===== config.mk =====
export PLATFORM = sky130hd
export DESIGN_NAME = fcca_appender
export DESIGN_NICKNAME = d
export VERILOG_FILES = /design/src/fcca_appender.v
export VERILOG_INCLUDE_DIRS = /design/src
export SDC_FILE = /design/constraint.sdc
export NUM_CORES = 1
export LEC_CHECK = 0
export BUFFER_PORTS_ARGS = -buffer_cell sky130_fd_sc_hd__buf_2
export CAP_MARGIN = 5
export CORE_MARGIN = 2
export CORE_UTILIZATION = 55
export DETAILED_ROUTE_END_ITERATION = 7
export PLACE_DENSITY = 0.78
export SYNTH_ARGS = -nofsm -noshare
export SYNTH_HDL_FRONTEND = slang
export SYNTH_SLANG_ARGS = --single-unit

===== constraint.sdc =====
create_clock -name clk -period 6 [get_ports clk]
set_input_delay 1.2 -clock clk [delete_from_list [all_inputs] [get_ports clk]]
set_output_delay 1.2 -clock clk [all_outputs]
set_load 0.01 [all_outputs]

===== src/fcca_defines.vh =====
// Constants for the frame checksum chunk appender
`ifndef FCCA_DEFINES_VH
`define FCCA_DEFINES_VH
`define FCCA_ADDR_CTRL 4'h0
`define FCCA_ADDR_SEL 4'h4
`define FCCA_ADDR_EN 4'h8
`define FCCA_ADDR_STAT 4'hC
`define FCCA_CTRL_MODE 0
`define FCCA_CTRL_RESET 1
`define FCCA_KIND_CSUM 8'h01
`define FCCA_CRC_POLY 16'h1021
`define FCCA_CRC_INIT 16'h0000
`define FCCA_RESP_OKAY 2'h0
`define FCCA_RESP_SLVERR 2'h2
`define FCCA_RST_CYCLES 4'hF
`endif


===== src/fcca_appender.v =====
// Frame checksum chunk appender with AXI4-Lite control registers
// Summary of operation
// - With checksum chunk enabled, every transmitted frame gets a checksum chunk.
// - Checksum is the XMODEM CRC-16.
// - CRC covers pixel data and other chunks, never the checksum itself.
// - Checksum chunk always follows all other chunks, last in frame.
// - Chunk enable is refused while chunk mode is off.
// - Chunk mode off disables all chunks, checksum included.
// - Soft reset command reinitializes logic while power stays on.
// - Soft reset discards all volatile settings.
// - After soft reset device drops off link, reappears later.
//
// Chosen here: the AXI4-Lite register port and the address map.
`include "fcca_defines.vh"
module fcca_appender (
  input wire clk,
  input wire rst_n,
  input wire [3:0] awaddr,
  input wire awvalid,
  output reg awready,
  input wire [31:0] wdata,
  input wire [3:0] wstrb,
  input wire wvalid,
  output reg wready,
  output reg [1:0] bresp,
  output reg bvalid,
  input wire bready,
  input wire [3:0] araddr,
  input wire arvalid,
  output reg arready,
  output reg [31:0] rdata,
  output reg [1:0] rresp,
  output reg rvalid,
  input wire rready,
  input wire [7:0] inData,
  input wire inLast,
  input wire inValid,
  output reg inReady,
  output reg [7:0] outData,
  output reg outLast,
  output reg outValid,
  input wire outReady,
  output reg linkPresent
);
  function [15:0] crcByte;
    input [15:0] c;
    input [7:0] b;
    integer i;
    reg [15:0] x;
    begin
      x = c ^ {b, 8'h00};
      for (i = 0; i < 8; i = i + 1) begin
        if (x[15]) x = {x[14:0], 1'b0} ^ `FCCA_CRC_POLY;
        else x = {x[14:0], 1'b0};
      end
      crcByte = x;
    end
  endfunction

  // Kind decode shared by the enable write and the enable readback
  function isCsumKind;
    input [7:0] kind;
    begin
      isCsumKind = (kind == `FCCA_KIND_CSUM);
    end
  endfunction

  reg chunkModeOn_q;
  reg [7:0] chunkKindSelect_q;
  reg csumEnable_q;
  reg softRst_q;
  reg [3:0] rstCnt_q;
  reg awHeld_q;
  reg wHeld_q;
  reg [3:0] awAddr_q;
  reg [31:0] wData_q;
  reg [3:0] wStrb_q;
  reg [15:0] crc_q;
  reg [1:0] phase_q;
  reg frameCsum_q;
  reg [7:0] crcLo_q;
  // Set while a frame is partly taken in
  reg inFrame_q;
  // Output buffer: two entries, so a one-cycle stall by the receiver
  // never costs a byte
  reg [7:0] bufData_q [0:1];
  reg bufLast_q [0:1];
  reg [1:0] bufCnt_q;
  reg bufWr_q;
  reg bufRd_q;
  reg [31:0] frameCnt_q;

  // Trailer phases: data, then checksum high byte, then low byte
  localparam PH_DATA = 2'h0;
  localparam PH_HI = 2'h1;
  localparam PH_LO = 2'h2;

  // Stream side is held in reset by either reset source
  wire live = rst_n && !softRst_q;
  wire doWrite = awHeld_q && wHeld_q && !bvalid;
  // A soft reset write closes the read port at once, not a cycle late
  wire softStart = doWrite && (awAddr_q == `FCCA_ADDR_CTRL) && wStrb_q[0] &&
    wData_q[`FCCA_CTRL_RESET];
  wire bufFull = (bufCnt_q == 2'h2);
  wire bufEmpty = (bufCnt_q == 2'h0);
  reg pushV;
  reg [7:0] pushD;
  reg pushL;
  wire push = pushV && !bufFull;
  wire pop = !bufEmpty && (!outValid || outReady);

  // Selects what enters the buffer in each phase
  always @* begin
    pushV = 1'b0;
    pushD = 8'h00;
    pushL = 1'b0;
    case (phase_q)
      PH_DATA: begin
        pushV = inValid && inReady;
        pushD = inData;
        pushL = inLast && !frameCsum_q;
      end
      PH_HI: begin
        pushV = 1'b1;
        pushD = crc_q[15:8];
      end
      PH_LO: begin
        pushV = 1'b1;
        pushD = crcLo_q;
        pushL = 1'b1;
      end
      default: begin
        pushV = 1'b0;
      end
    endcase
  end

  // Register bus and settings; soft reset wipes everything volatile
  always @(posedge clk) begin
    if (!rst_n) begin
      awready <= 1'b0;
      wready <= 1'b0;
      bvalid <= 1'b0;
      bresp <= `FCCA_RESP_OKAY;
      arready <= 1'b0;
      rvalid <= 1'b0;
      rdata <= 32'h00000000;
      rresp <= `FCCA_RESP_OKAY;
      awHeld_q <= 1'b0;
      wHeld_q <= 1'b0;
      awAddr_q <= 4'h0;
      wData_q <= 32'h00000000;
      wStrb_q <= 4'h0;
      chunkModeOn_q <= 1'b0;
      chunkKindSelect_q <= 8'h00;
      csumEnable_q <= 1'b0;
      softRst_q <= 1'b0;
      rstCnt_q <= 4'h0;
      linkPresent <= 1'b1;
    end else begin
      // Readies toggle: each handshake costs two cycles, but the logic
      // needs no skid register on the address or data side
      awready <= !awHeld_q && !awready && !softRst_q;
      wready <= !wHeld_q && !wready && !softRst_q;
      if (awvalid && awready) begin
        awHeld_q <= 1'b1;
        awAddr_q <= awaddr;
      end
      if (wvalid && wready) begin
        wHeld_q <= 1'b1;
        wData_q <= wdata;
        wStrb_q <= wstrb;
      end
      if (bvalid && bready) bvalid <= 1'b0;
      // The countdown keeps the link absent long enough to look like a
      // removal to the host; settings are held cleared the whole time
      if (softRst_q) begin
        chunkModeOn_q <= 1'b0;
        chunkKindSelect_q <= 8'h00;
        csumEnable_q <= 1'b0;
        rstCnt_q <= rstCnt_q - 4'h1;
        if (rstCnt_q == 4'h1) begin
          softRst_q <= 1'b0;
          linkPresent <= 1'b1;
        end
      end
      if (doWrite) begin
        awHeld_q <= 1'b0;
        wHeld_q <= 1'b0;
        bvalid <= 1'b1;
        bresp <= `FCCA_RESP_OKAY;
        case (awAddr_q)
          `FCCA_ADDR_CTRL: if (wStrb_q[0]) begin
            chunkModeOn_q <= wData_q[`FCCA_CTRL_MODE];
            if (!wData_q[`FCCA_CTRL_MODE]) csumEnable_q <= 1'b0;
            if (wData_q[`FCCA_CTRL_RESET]) begin
              softRst_q <= 1'b1;
              rstCnt_q <= `FCCA_RST_CYCLES;
              linkPresent <= 1'b0;
            end
          end
          `FCCA_ADDR_SEL: if (wStrb_q[0]) chunkKindSelect_q <= wData_q[7:0];
          `FCCA_ADDR_EN: if (wStrb_q[0]) begin
            // Enable lands on the selected kind only; refused w/o mode
            if (!chunkModeOn_q) bresp <= `FCCA_RESP_SLVERR;
            else if (isCsumKind(chunkKindSelect_q))
              csumEnable_q <= wData_q[0];
          end
          `FCCA_ADDR_STAT: bresp <= `FCCA_RESP_OKAY;
          default: bresp <= `FCCA_RESP_SLVERR;
        endcase
      end
      // A read is refused for the whole soft reset, as writes are
      arready <= !arready && !rvalid && !softRst_q && !softStart;
      if (rvalid && rready) rvalid <= 1'b0;
      if (arvalid && arready) begin
        rvalid <= 1'b1;
        rresp <= `FCCA_RESP_OKAY;
        case (araddr)
          `FCCA_ADDR_CTRL: rdata <= {31'h0, chunkModeOn_q};
          `FCCA_ADDR_SEL: rdata <= {24'h000000, chunkKindSelect_q};
          `FCCA_ADDR_EN: rdata <= {31'h0,
            isCsumKind(chunkKindSelect_q) && csumEnable_q};
          `FCCA_ADDR_STAT: rdata <= {frameCnt_q[15:0], crc_q};
          default: begin
            rdata <= 32'h00000000;
            rresp <= `FCCA_RESP_SLVERR;
          end
        endcase
      end
    end
  end

  // Stream path: CRC, trailing checksum bytes, two-entry buffer
  always @(posedge clk) begin
    if (!live) begin
      crc_q <= `FCCA_CRC_INIT;
      phase_q <= PH_DATA;
      frameCsum_q <= 1'b0;
      inFrame_q <= 1'b0;
      crcLo_q <= 8'h00;
      bufCnt_q <= 2'h0;
      bufWr_q <= 1'b0;
      bufRd_q <= 1'b0;
      inReady <= 1'b0;
      outValid <= 1'b0;
      outData <= 8'h00;
      outLast <= 1'b0;
      frameCnt_q <= 32'h00000000;
      bufData_q[0] <= 8'h00;
      bufData_q[1] <= 8'h00;
      bufLast_q[0] <= 1'b0;
      bufLast_q[1] <= 1'b0;
    end else begin
      // Ready is taken down a cycle early, since it comes from a flop
      inReady <= (phase_q == PH_DATA) && (bufCnt_q == 2'h0 ||
        (bufCnt_q == 2'h1 && (pop || !push))) &&
        !(inValid && inReady && inLast);
      case (phase_q)
        PH_DATA: if (push) begin
          crc_q <= crcByte(crc_q, inData);
          inFrame_q <= !inLast;
          if (inLast) begin
            // Count wraps silently; only the low half is visible
            frameCnt_q <= frameCnt_q + 32'h00000001;
            if (frameCsum_q) phase_q <= PH_HI;
            else crc_q <= `FCCA_CRC_INIT;
          end
        end
        PH_HI: if (push) begin
          crcLo_q <= crc_q[7:0];
          phase_q <= PH_LO;
        end
        PH_LO: if (push) begin
          crc_q <= `FCCA_CRC_INIT;
          phase_q <= PH_DATA;
        end
        default: phase_q <= PH_DATA;
      endcase
      // Sampled only between frames, so a frame is never half-trailed;
      // a zero running CRC is no proof of a frame start, hence the flag
      if (phase_q == PH_DATA && !inFrame_q && !push)
        frameCsum_q <= chunkModeOn_q && csumEnable_q;
      if (push) begin
        bufData_q[bufWr_q] <= pushD;
        bufLast_q[bufWr_q] <= pushL;
        bufWr_q <= !bufWr_q;
      end
      if (pop) begin
        outData <= bufData_q[bufRd_q];
        outLast <= bufLast_q[bufRd_q];
        outValid <= 1'b1;
        bufRd_q <= !bufRd_q;
      end else if (outReady) begin
        outValid <= 1'b0;
      end
      bufCnt_q <= bufCnt_q + {1'b0, push} - {1'b0, pop};
    end
  end
endmodule // fcca_appender


==> impl_results.md, run 1 <==
* Outcome: finished, violations left
* Failing checks: DRC
* F_max at 0.3275 GHz
* Slew Limit Fails at 0
* Die X-Extent at 113.2 um
* Final Cycle Share at 50.88%
* DRT iter0 DRCs at 266
* Initial Util at 56.91%
* Synth async-reset ratio at 0%
* Detail Route Antenna Nets at 0
* DR WL/cell at 16.27 um
* Worst Reg2Reg Path Length in Cells at 5
* Internal reg-to-reg setup slack at 3.16 ns
* Synth Area in Compound Gates at 16.27%
* Syn. warnings at 0
* Layout cell share with drive strength beyond 1 at 19.76%
* Diode count at 0
* CP required at 6.35 ns
* Rel. slew slack at 26.88%
* Pwr Total at 2.500 mW
* Via count at 5213
* Minimum clock period at 3.053 ns
* CTS Hold Bufs at 0
* Area of the core at 11520 um^2
* Vias per inst at 5.779
* Met3 usage at 6.106%
* Post-CTS sizing at 0
* Die Area at 12810 um^2
* Slew @ Worst Pin at 1.085 ns
* #FFs+latches synth at 147
* # fillers at 918
* Main combinational cell family by area after synthesis: simple AND/OR/NAND/NOR gates
* Critical-path maximum fanout at 68
* Worst hold path type: reg -> reg
* Synth Area in Simple Gates at 22.24%
* Nets at 820
* I/O pins at 115
* Peak VDD IR at 0.0001899 V
* Leakage at 2.892 nW
* Non-filler instance count after layout at 902
* TritonCTS clock tree: built
* Setup Fix Bufs, Post-CTS at 0
* Top delay family on crit path: buffers and inverters
* Clock slew at reported path FFs at 0.06 ns
* Post-DP HPWL at 10.28 mm
* Leading area contributor after synthesis: dfxtp_1
* M1 GR Usage at 29.36%
* Hold Path Cell Cnt at 2
* Synth Area in Adders at 2.291%
* Crit start category: input pin
* P per Cell Area at 328.8 nW/um^2
* Antenna violations before repair at 0
* Post-synthesis mux area share at 4.276%
* RSZ-0062 raised after global routing: no
* Ys flop type: dfxtp_1
* Final WL at 14.67 mm
* Synth Area per Inst at 9.695 um^2
* Worst setup EP type: register
* Post-Synth XOR/XNOR Area at 4.276%
* Distinct cells, synth at 62
* Pin count of the biggest net entering global routing at 69
* Worst-path cell chain: buf_2, nand2b_2, buf_4, nor2_2, o2bb2ai_1
* Synth top area cells: dfxtp_1, edfxtp_1, mux2i_1
* Met2 Use GR at 39.72%
* CTS root buffer: clkbuf_16
* Worst clock skew at 0.006652 ns
* Top-area cell type share of the netlist area at 40.02%
* GPL Wtd Cong at 0.8148
* GRT Residual Overflow at 0
* Cells after Synth at 676
* I/O Buffers at 85
* Post-synth EDFFs at 16
* Max clock buf depth at 2
* # DRC at 4
* Vias in the first global route at 5132
* Layout Area Growth over Synthesis at 15.98%
* Crit path from: rst_n
* Setup Crit Path Kind: in -> reg
* Worst path slowest cell: buf_2
* CTS Sinks at 147
* Pre-antenna DRT Iters at 8
* Final hold vios at 0
* Clock latency reported for the late side of the worst-skew pair at 0.43 ns
* Total CTS buffers at 17
* Post-synthesis sequential area ratio at 47.35%
* Row cnt at 39
* First-pass GRT wire length at 24.74 mm
* H-tree Lvls at 4
* Die height at 113.2 um
* Hold_sp: awAddr_q[0]$_SDFFE_PN0P_
* DP Cell Count at 870
* Setup TNS at 0 ns
* Hold Path End: awAddr_q[0]$_SDFFE_PN0P_
* R2r endpoint: bufData_q[0][5]$_SDFFCE_PN0P_
* RR Startpoint: phase_q[1]$_SDFFE_PN0P_
* Worst EP arrival at 3.40 ns
* CP peak stage delay at 0.71 ns
* Syn Std Cell Area at 6554 um^2
* Busiest grt layer: met2
* # setup viols final at 0
* Max-Cap Viols at 0
* All-layer global routing usage at 24.05%
* CP bufs+invs at 2
==> report_power, final <==
group          total, mW  leakage, nW  switching, mW  internal (mW)
logic              0.343         1.38          0.192          0.151
registers           1.12         1.23         0.0624           1.06
clock network       1.03        0.279          0.411          0.620
total               2.50         2.89          0.666           1.83
==> cell families (layout without fill, tap and decap cells) <==
logic type / Yosys count / in the layout
simple gates: 255 / 255
buf+inv: 50 / 132
flops: 147 / 147
fa+ha+maj: 12 / 12
xor+xnor: 32 / 32
compound gates: 151 / 151
other cells: 1 / 2
mux: 28 / 28
==> metal layers <==
layer,up-vias,share of wire [%]
met2,140,48
met3,36,4.7
li1,2568,-
met1,2469,43
met4,0,3.4
met5,-,0
==> registers in the layout (all words and copies together) (netlist names), 4 cells and up <==
signal	cells
rstCnt_q	4
awAddr_q	4
crc_q	16
wData_q	8
frameCnt_q	16
chunkKindSelect_q	8
outData	8
bufData_q	16
rdata	32
crcLo_q	8
==> layout make-up <==
type	instances	area, um^2	area share, %
tap	143	178.9	2.354
sequential	147	3103	40.82
clock buffer	19	442.9	5.827
inverter	11	41.29	0.5432
clock inverter	13	135.1	1.778
multi-input combinational	480	3244	42.68
timing repair buffer	89	455.4	5.992
==> Yosys cell counts, types with 11 or more instances <==
| cell type | count |
|---|---|
| nand3_1 | 15 |
| a21boi_0 | 24 |
| nand2_1 | 67 |
| dfxtp_1 | 131 |
| edfxtp_1 | 16 |
| mux2i_1 | 28 |
| a22oi_1 | 24 |
| nor2b_1 | 30 |
| clkbuf_1 | 26 |
| a21oi_1 | 32 |
| a211oi_1 | 11 |
| or4_1 | 11 |
| nor2_1 | 46 |
| and2_1 | 14 |
| ha_1 | 12 |
| o21ai_0 | 15 |
| xnor2_1 | 22 |
==> stage by stage <==
step           hold slack [ns]  util, %  cell area, um^2  setup WS, ns
3_5_place_dp            0.4555    60.98             7023         2.560
6_report                0.4659    66.00             7601         2.947
4_1_cts                 0.4685    66.00             7601         3.002
2_1_floorplan           0.4353        -             6558         3.356
5_1_grt                 0.4941    66.00             7601         2.772
3_3_place_gp            0.4492    60.98             7023         2.643
==> cell usage in the layout (no fill, tap or decap), types with 9 or more instances in the layout <==
| master | n |
|---|---|
| a211oi_1 | 11 |
| or2_2 | 9 |
| mux2i_1 | 28 |
| nor2_1 | 46 |
| o21ai_0 | 15 |
| nand3_1 | 15 |
| or4_1 | 11 |
| a21boi_0 | 24 |
| ha_1 | 12 |
| inv_1 | 10 |
| a22oi_1 | 24 |
| clkbuf_16 | 17 |
| buf_2 | 85 |
| nand3b_1 | 9 |
| xnor2_1 | 22 |
| and2_1 | 14 |
| nand2_1 | 67 |
| edfxtp_1 | 16 |
| o31ai_1 | 10 |
| o2bb2ai_1 | 9 |
| or3_1 | 9 |
| a21oi_1 | 32 |
| dfxtp_1 | 131 |
| xor2_1 | 10 |
| nor2b_1 | 30 |
==> worst register-to-register path, delay by kind of cell (launching register included) <==
| family | cells | cell delay (ns) |
|---|---|---|
| compound gates | 2 | 1.19 |
| fa+ha+maj | 1 | 0.61 |
| flops | 1 | 0.34 |
| simple gates | 1 | 0.19 |
| buf+inv | 1 | 0.14 |
==> how the worst max path moves through the flow <==
stage                             endpoint  slack (ns)  depth (start not counted)
global route        crc_q[15]$_SDFFE_PN0P_        2.77                          5
floorplan           bufCnt_q[1]$_SDFF_PN0_        3.36                          9
detailed placement   crc_q[5]$_SDFFE_PN0P_        2.56                          5
CTS                 crc_q[15]$_SDFFE_PN0P_        3.00                          5
global placement     crc_q[6]$_SDFFE_PN0P_        2.64                          5
finish              crc_q[15]$_SDFFE_PN0P_        2.95                          5
(Power assumes the default switching activity.)
==> inputs of run 2 (changes only) <==
ABC_AREA = 1   (was not set)
CORE_UTILIZATION = 51   (was 55)
PLACE_DENSITY = 0.76   (was 0.78)
clock period = 2.4 ns   (was 6 ns; I/O delays follow)
==> run 2 against run 1 <==
Net effect:
- the flow now finishes without violations
- via count rose by 15%
- largest cell class is now registers
- hold slack got worse by 0.18 ns
- critical path depth rose by 3
- routed wire length rose by 5.3%
- cell count rose by 28%
- register-to-register slack got worse by 2.8 ns
- sequential power rose to 2.7 times the previous value
- combinational power rose to 4.5 times the previous value
- sequential share of layout area fell by 0.79 points
- highest routed layer unchanged
- core utilization fell by 4.6 points
- clock skew rose by 0.0014 ns
==> impl_results.md, run 2 <==
* Slew Limit Fails at 0 (unchanged)
* Leakage at 3.257 nW (was 2.892 nW)
* Final Cycle Share at 86.25%
* Die X-Extent at 117.9 um (was 113.2 um)
* Internal reg-to-reg setup slack at 0.33 ns (was 3.16 ns)
* Crit start category: register (was input pin)
* Area of placed instances at 7184 um^2 (was 7023 um^2)
* Detail Route Antenna Nets at 0 (unchanged)
* Rel. slew slack at 62.27% (was 26.88%)
* F_max at 0.4831 GHz
* Hold Path End: inReady$_SDFF_PN0_ (was awAddr_q[0]$_SDFFE_PN0P_)
* Largest register FFs at 32 (unchanged)
* DRT iter0 DRCs at 453 (was 266)
* Worst hold path type: in -> reg (was reg -> reg)
* Row cnt at 41 (was 39)
* Commonest non-fill, non-tap cell in the layout: nand2_1 (was dfxtp_1)
* Setup WS pre-CTS at 0.3284 ns (was 2.560 ns)
* Syn. warnings at 0 (unchanged)
* # setup viols final at 0 (unchanged)
* I/O Buffers at 85 (unchanged)
* Layout Area Growth over Synthesis at 17.13% (was 15.98%)
* Syn Std Cell Area at 6618 um^2 (was 6554 um^2)
* Most frequent cells after synthesis: nand2_1, dfxtp_1, nor2_1 (was dfxtp_1, nand2_1, nor2_1)
* Most frequent cells in the layout: nand2_1, dfxtp_1, nor2_1 (was dfxtp_1, buf_2, nand2_1)
* Setup Fix Bufs, Post-CTS at 0 (unchanged)
* H-tree Lvls at 4 (unchanged)
* Final WL at 15.46 mm (was 14.67 mm)
* R2r endpoint: bufData_q[1][5]$_SDFFCE_PN0P_ (was bufData_q[0][5]$_SDFFCE_PN0P_)
* Post-synthesis sequential area ratio at 46.89% (was 47.35%)
* Post-DP HPWL at 10.81 mm (was 10.28 mm)
* Cells after Synth at 895 (was 676)
* Slew @ Worst Pin at 0.5660 ns (was 1.085 ns)
* Setup Crit Path Kind: reg -> reg (was in -> reg)
* Leading area contributor after synthesis: dfxtp_1 (unchanged)
* Setup TNS at 0 ns (unchanged)
* CTS root buffer: clkbuf_16 (unchanged)
* Biggest register: rdata (unchanged)
* Distinct cells, synth at 38 (was 62)
* Top-area cell type share of the netlist area at 39.63% (was 40.02%)
* #FFs+latches synth at 147 (unchanged)
* CTS Hold Bufs at 0 (unchanged)
* CTS Sinks at 147 (unchanged)
* TritonCTS clock tree: built (unchanged)
* GRT Residual Overflow at 0 (unchanged)
* Hold_sp: inLast (was awAddr_q[0]$_SDFFE_PN0P_)
* Vias per inst at 5.171 (was 5.779)
* Final hold vios at 0 (unchanged)
* # DRC at 0 (was 4)
* Worst EP arrival at 2.15 ns (was 3.40 ns)
* Max clock buf depth at 2 (unchanged)
* Nets at 1050 (was 820)
* Clock slew at reported path FFs at 0.06 ns (about the same)
* RR Startpoint: phase_q[0]$_SDFFE_PN0P_ (was phase_q[1]$_SDFFE_PN0P_)
* Worst clock skew at 0.008089 ns (was 0.006652 ns)
* All-layer global routing usage at 22.66% (was 24.05%)
* Antenna violations before repair at 0 (unchanged)
* DR WL/cell at 13.34 um (was 16.27 um)
* Fin area at 7751 um^2 (was 7601 um^2)
* Die height at 117.9 um (was 113.2 um)
* Total CTS buffers at 17 (unchanged)
* Critical-path maximum fanout at 11 (was 68)
* RSZ-0062 raised after global routing: no (unchanged)
* Worst Reg2Reg Path Length in Cells at 8 (was 5)
* Peak VDD IR at 0.0004774 V (was 0.0001899 V)
* Setup ws final at 0.3300 ns (was 2.947 ns)
* Core Util, Final at 61.42% (was 66.00%)
* # fillers at 1168 (was 918)
* Post-CTS sizing at 0 (unchanged)
* Initial Util at 52.44% (was 56.91%)
* Worst setup EP type: register (unchanged)
* Hold Path Cell Cnt at 2 (unchanged)
* Ys flop type: dfxtp_1 (unchanged)
* Area of the core at 12620 um^2 (was 11520 um^2)
* Pin count of the biggest net entering global routing at 59 (was 69)
* Clock latency reported for the late side of the worst-skew pair at 0.42 ns (was 0.43 ns)
* Most frequent cell after synthesis: nand2_1 (was dfxtp_1)
* Synth Area per Inst at 7.394 um^2 (was 9.695 um^2)
* GPL Wtd Cong at 0.8648 (was 0.8148)
* Synth top area cells: dfxtp_1, nand2_1, a21oi_1 (was dfxtp_1, edfxtp_1, mux2i_1)
* Outcome: complete, no violations (was finished, violations left)
* Synth async-reset ratio at 0% (unchanged)
* CP required at 2.48 ns (was 6.35 ns)
* Post-synth EDFFs at 16 (unchanged)
* Layout cell share with drive strength beyond 1 at 14.79% (was 19.76%)
* I/O pins at 115 (unchanged)
* First-pass GRT wire length at 25.72 mm (was 24.74 mm)
* Minimum clock period at 2.070 ns
* Diode count at 0 (unchanged)
* Via count at 5993 (was 5213)
* Pre-antenna DRT Iters at 5 (was 8)
* Die Area at 13900 um^2 (was 12810 um^2)
* Vias in the first global route at 5543 (was 5132)
* Max-Cap Viols at 0 (unchanged)
* P per Cell Area at 920.6 nW/um^2 (was 328.8 nW/um^2)
==> run 2: cell count changes after synthesis, moves of 13 or more <==
cell      delta
nand2_1    +154
a21oi_1     +67
nor2_1      +60
inv_1       +53
o21ai_0     +53
nand3_1     +48
nor2b_1     -30
mux2i_1     -28
a21boi_0    -24
a22oi_1     -24
and2_1      -13
xnor2_1     -13
==> run 2: worst max-delay path: stages (launching register included) <==
cell and delay, ns:
dfxtp_1 0.41, inv_1 0.11, ha_1 0.29, inv_1 0.03
nand2_1 0.10, nand2_2 0.14, inv_2 0.22, nand3_1 0.13
nand2_1 0.30
==> run 2: how the worst max path moves through the flow <==
| stage | startpoint | to |
|---|---|---|
| floorplan | phase_q[0]$_SDFFE_PN0P_ | bufCnt_q[1]$_SDFF_PN0_ |
| global placement | phase_q[0]$_SDFFE_PN0P_ | bufCnt_q[1]$_SDFF_PN0_ |
| detailed placement | phase_q[0]$_SDFFE_PN0P_ | bufData_q[1][5]$_SDFFCE_PN0P_ |
| CTS | phase_q[0]$_SDFFE_PN0P_ | bufData_q[1][5]$_SDFFCE_PN0P_ |
| global route | phase_q[0]$_SDFFE_PN0P_ | bufData_q[1][5]$_SDFFCE_PN0P_ |
| finish | phase_q[0]$_SDFFE_PN0P_ | bufData_q[1][5]$_SDFFCE_PN0P_ |
==> run 2: kinds of logic (layout without fill, tap and decap cells) <==
logic type                 after synthesis  in the layout  share of synthesized area, %
AOI/OAI and AO/OA                      191            191                         15.01
adders and majority gates               12             12                         2.269
DFF                                    147            147                         46.89
and+or+nand+nor                        416            416                         26.24
xor gates and xnor gates                19             19                         2.515
buffers and inverters                  109            200                         7.015
other                                    1              2                       0.05667
==> run 2: where the power goes <==
| group | switching (mW) | internal (mW) |
|---|---|---|
| Clock | 0.993 | 1.57 |
| Combinational | 1.01 | 0.541 |
| Sequential | 0.235 | 2.78 |
| Total | 2.24 | 4.90 |
==> run 2: through the flow <==
| stage | power (mW) | std cells | hold WS, ns |
|---|---|---|---|
| 5_1_grt | 7.527 | 1159 | 0.2740 |
| 2_1_floorplan | 4.173 | 896 | 0.4258 |
| 3_5_place_dp | 4.597 | 1129 | 0.4330 |
| 3_3_place_gp | 4.574 | 1129 | 0.4361 |
| 4_1_cts | 7.168 | 1159 | 0.2728 |
| 6_report | 7.135 | 1159 | 0.2810 |
==> run 2: area by class of cell <==
type                            instances  area, um^2  share of cell area (%)
Sequential cell                       147        3103                   40.03
Tap cell                              172       215.2                   2.776
Multi-Input combinational cell        640        3057                   39.44
Timing Repair Buffer                   99       543.0                   7.006
Inverter                               71       266.5                   3.438
Clock buffer                           21       460.4                   5.940
Clock inverter                          9       106.4                   1.372
==> run 2: per-layer routing <==
layer  vias up  GRT usage [%]  routed length [um]
met2       150          37.14                7205
met5         -              0                   0
li1       3096              -                   -
met1      2729          28.43                6995
met4         0          6.852                 239
met3        18          7.364                1014
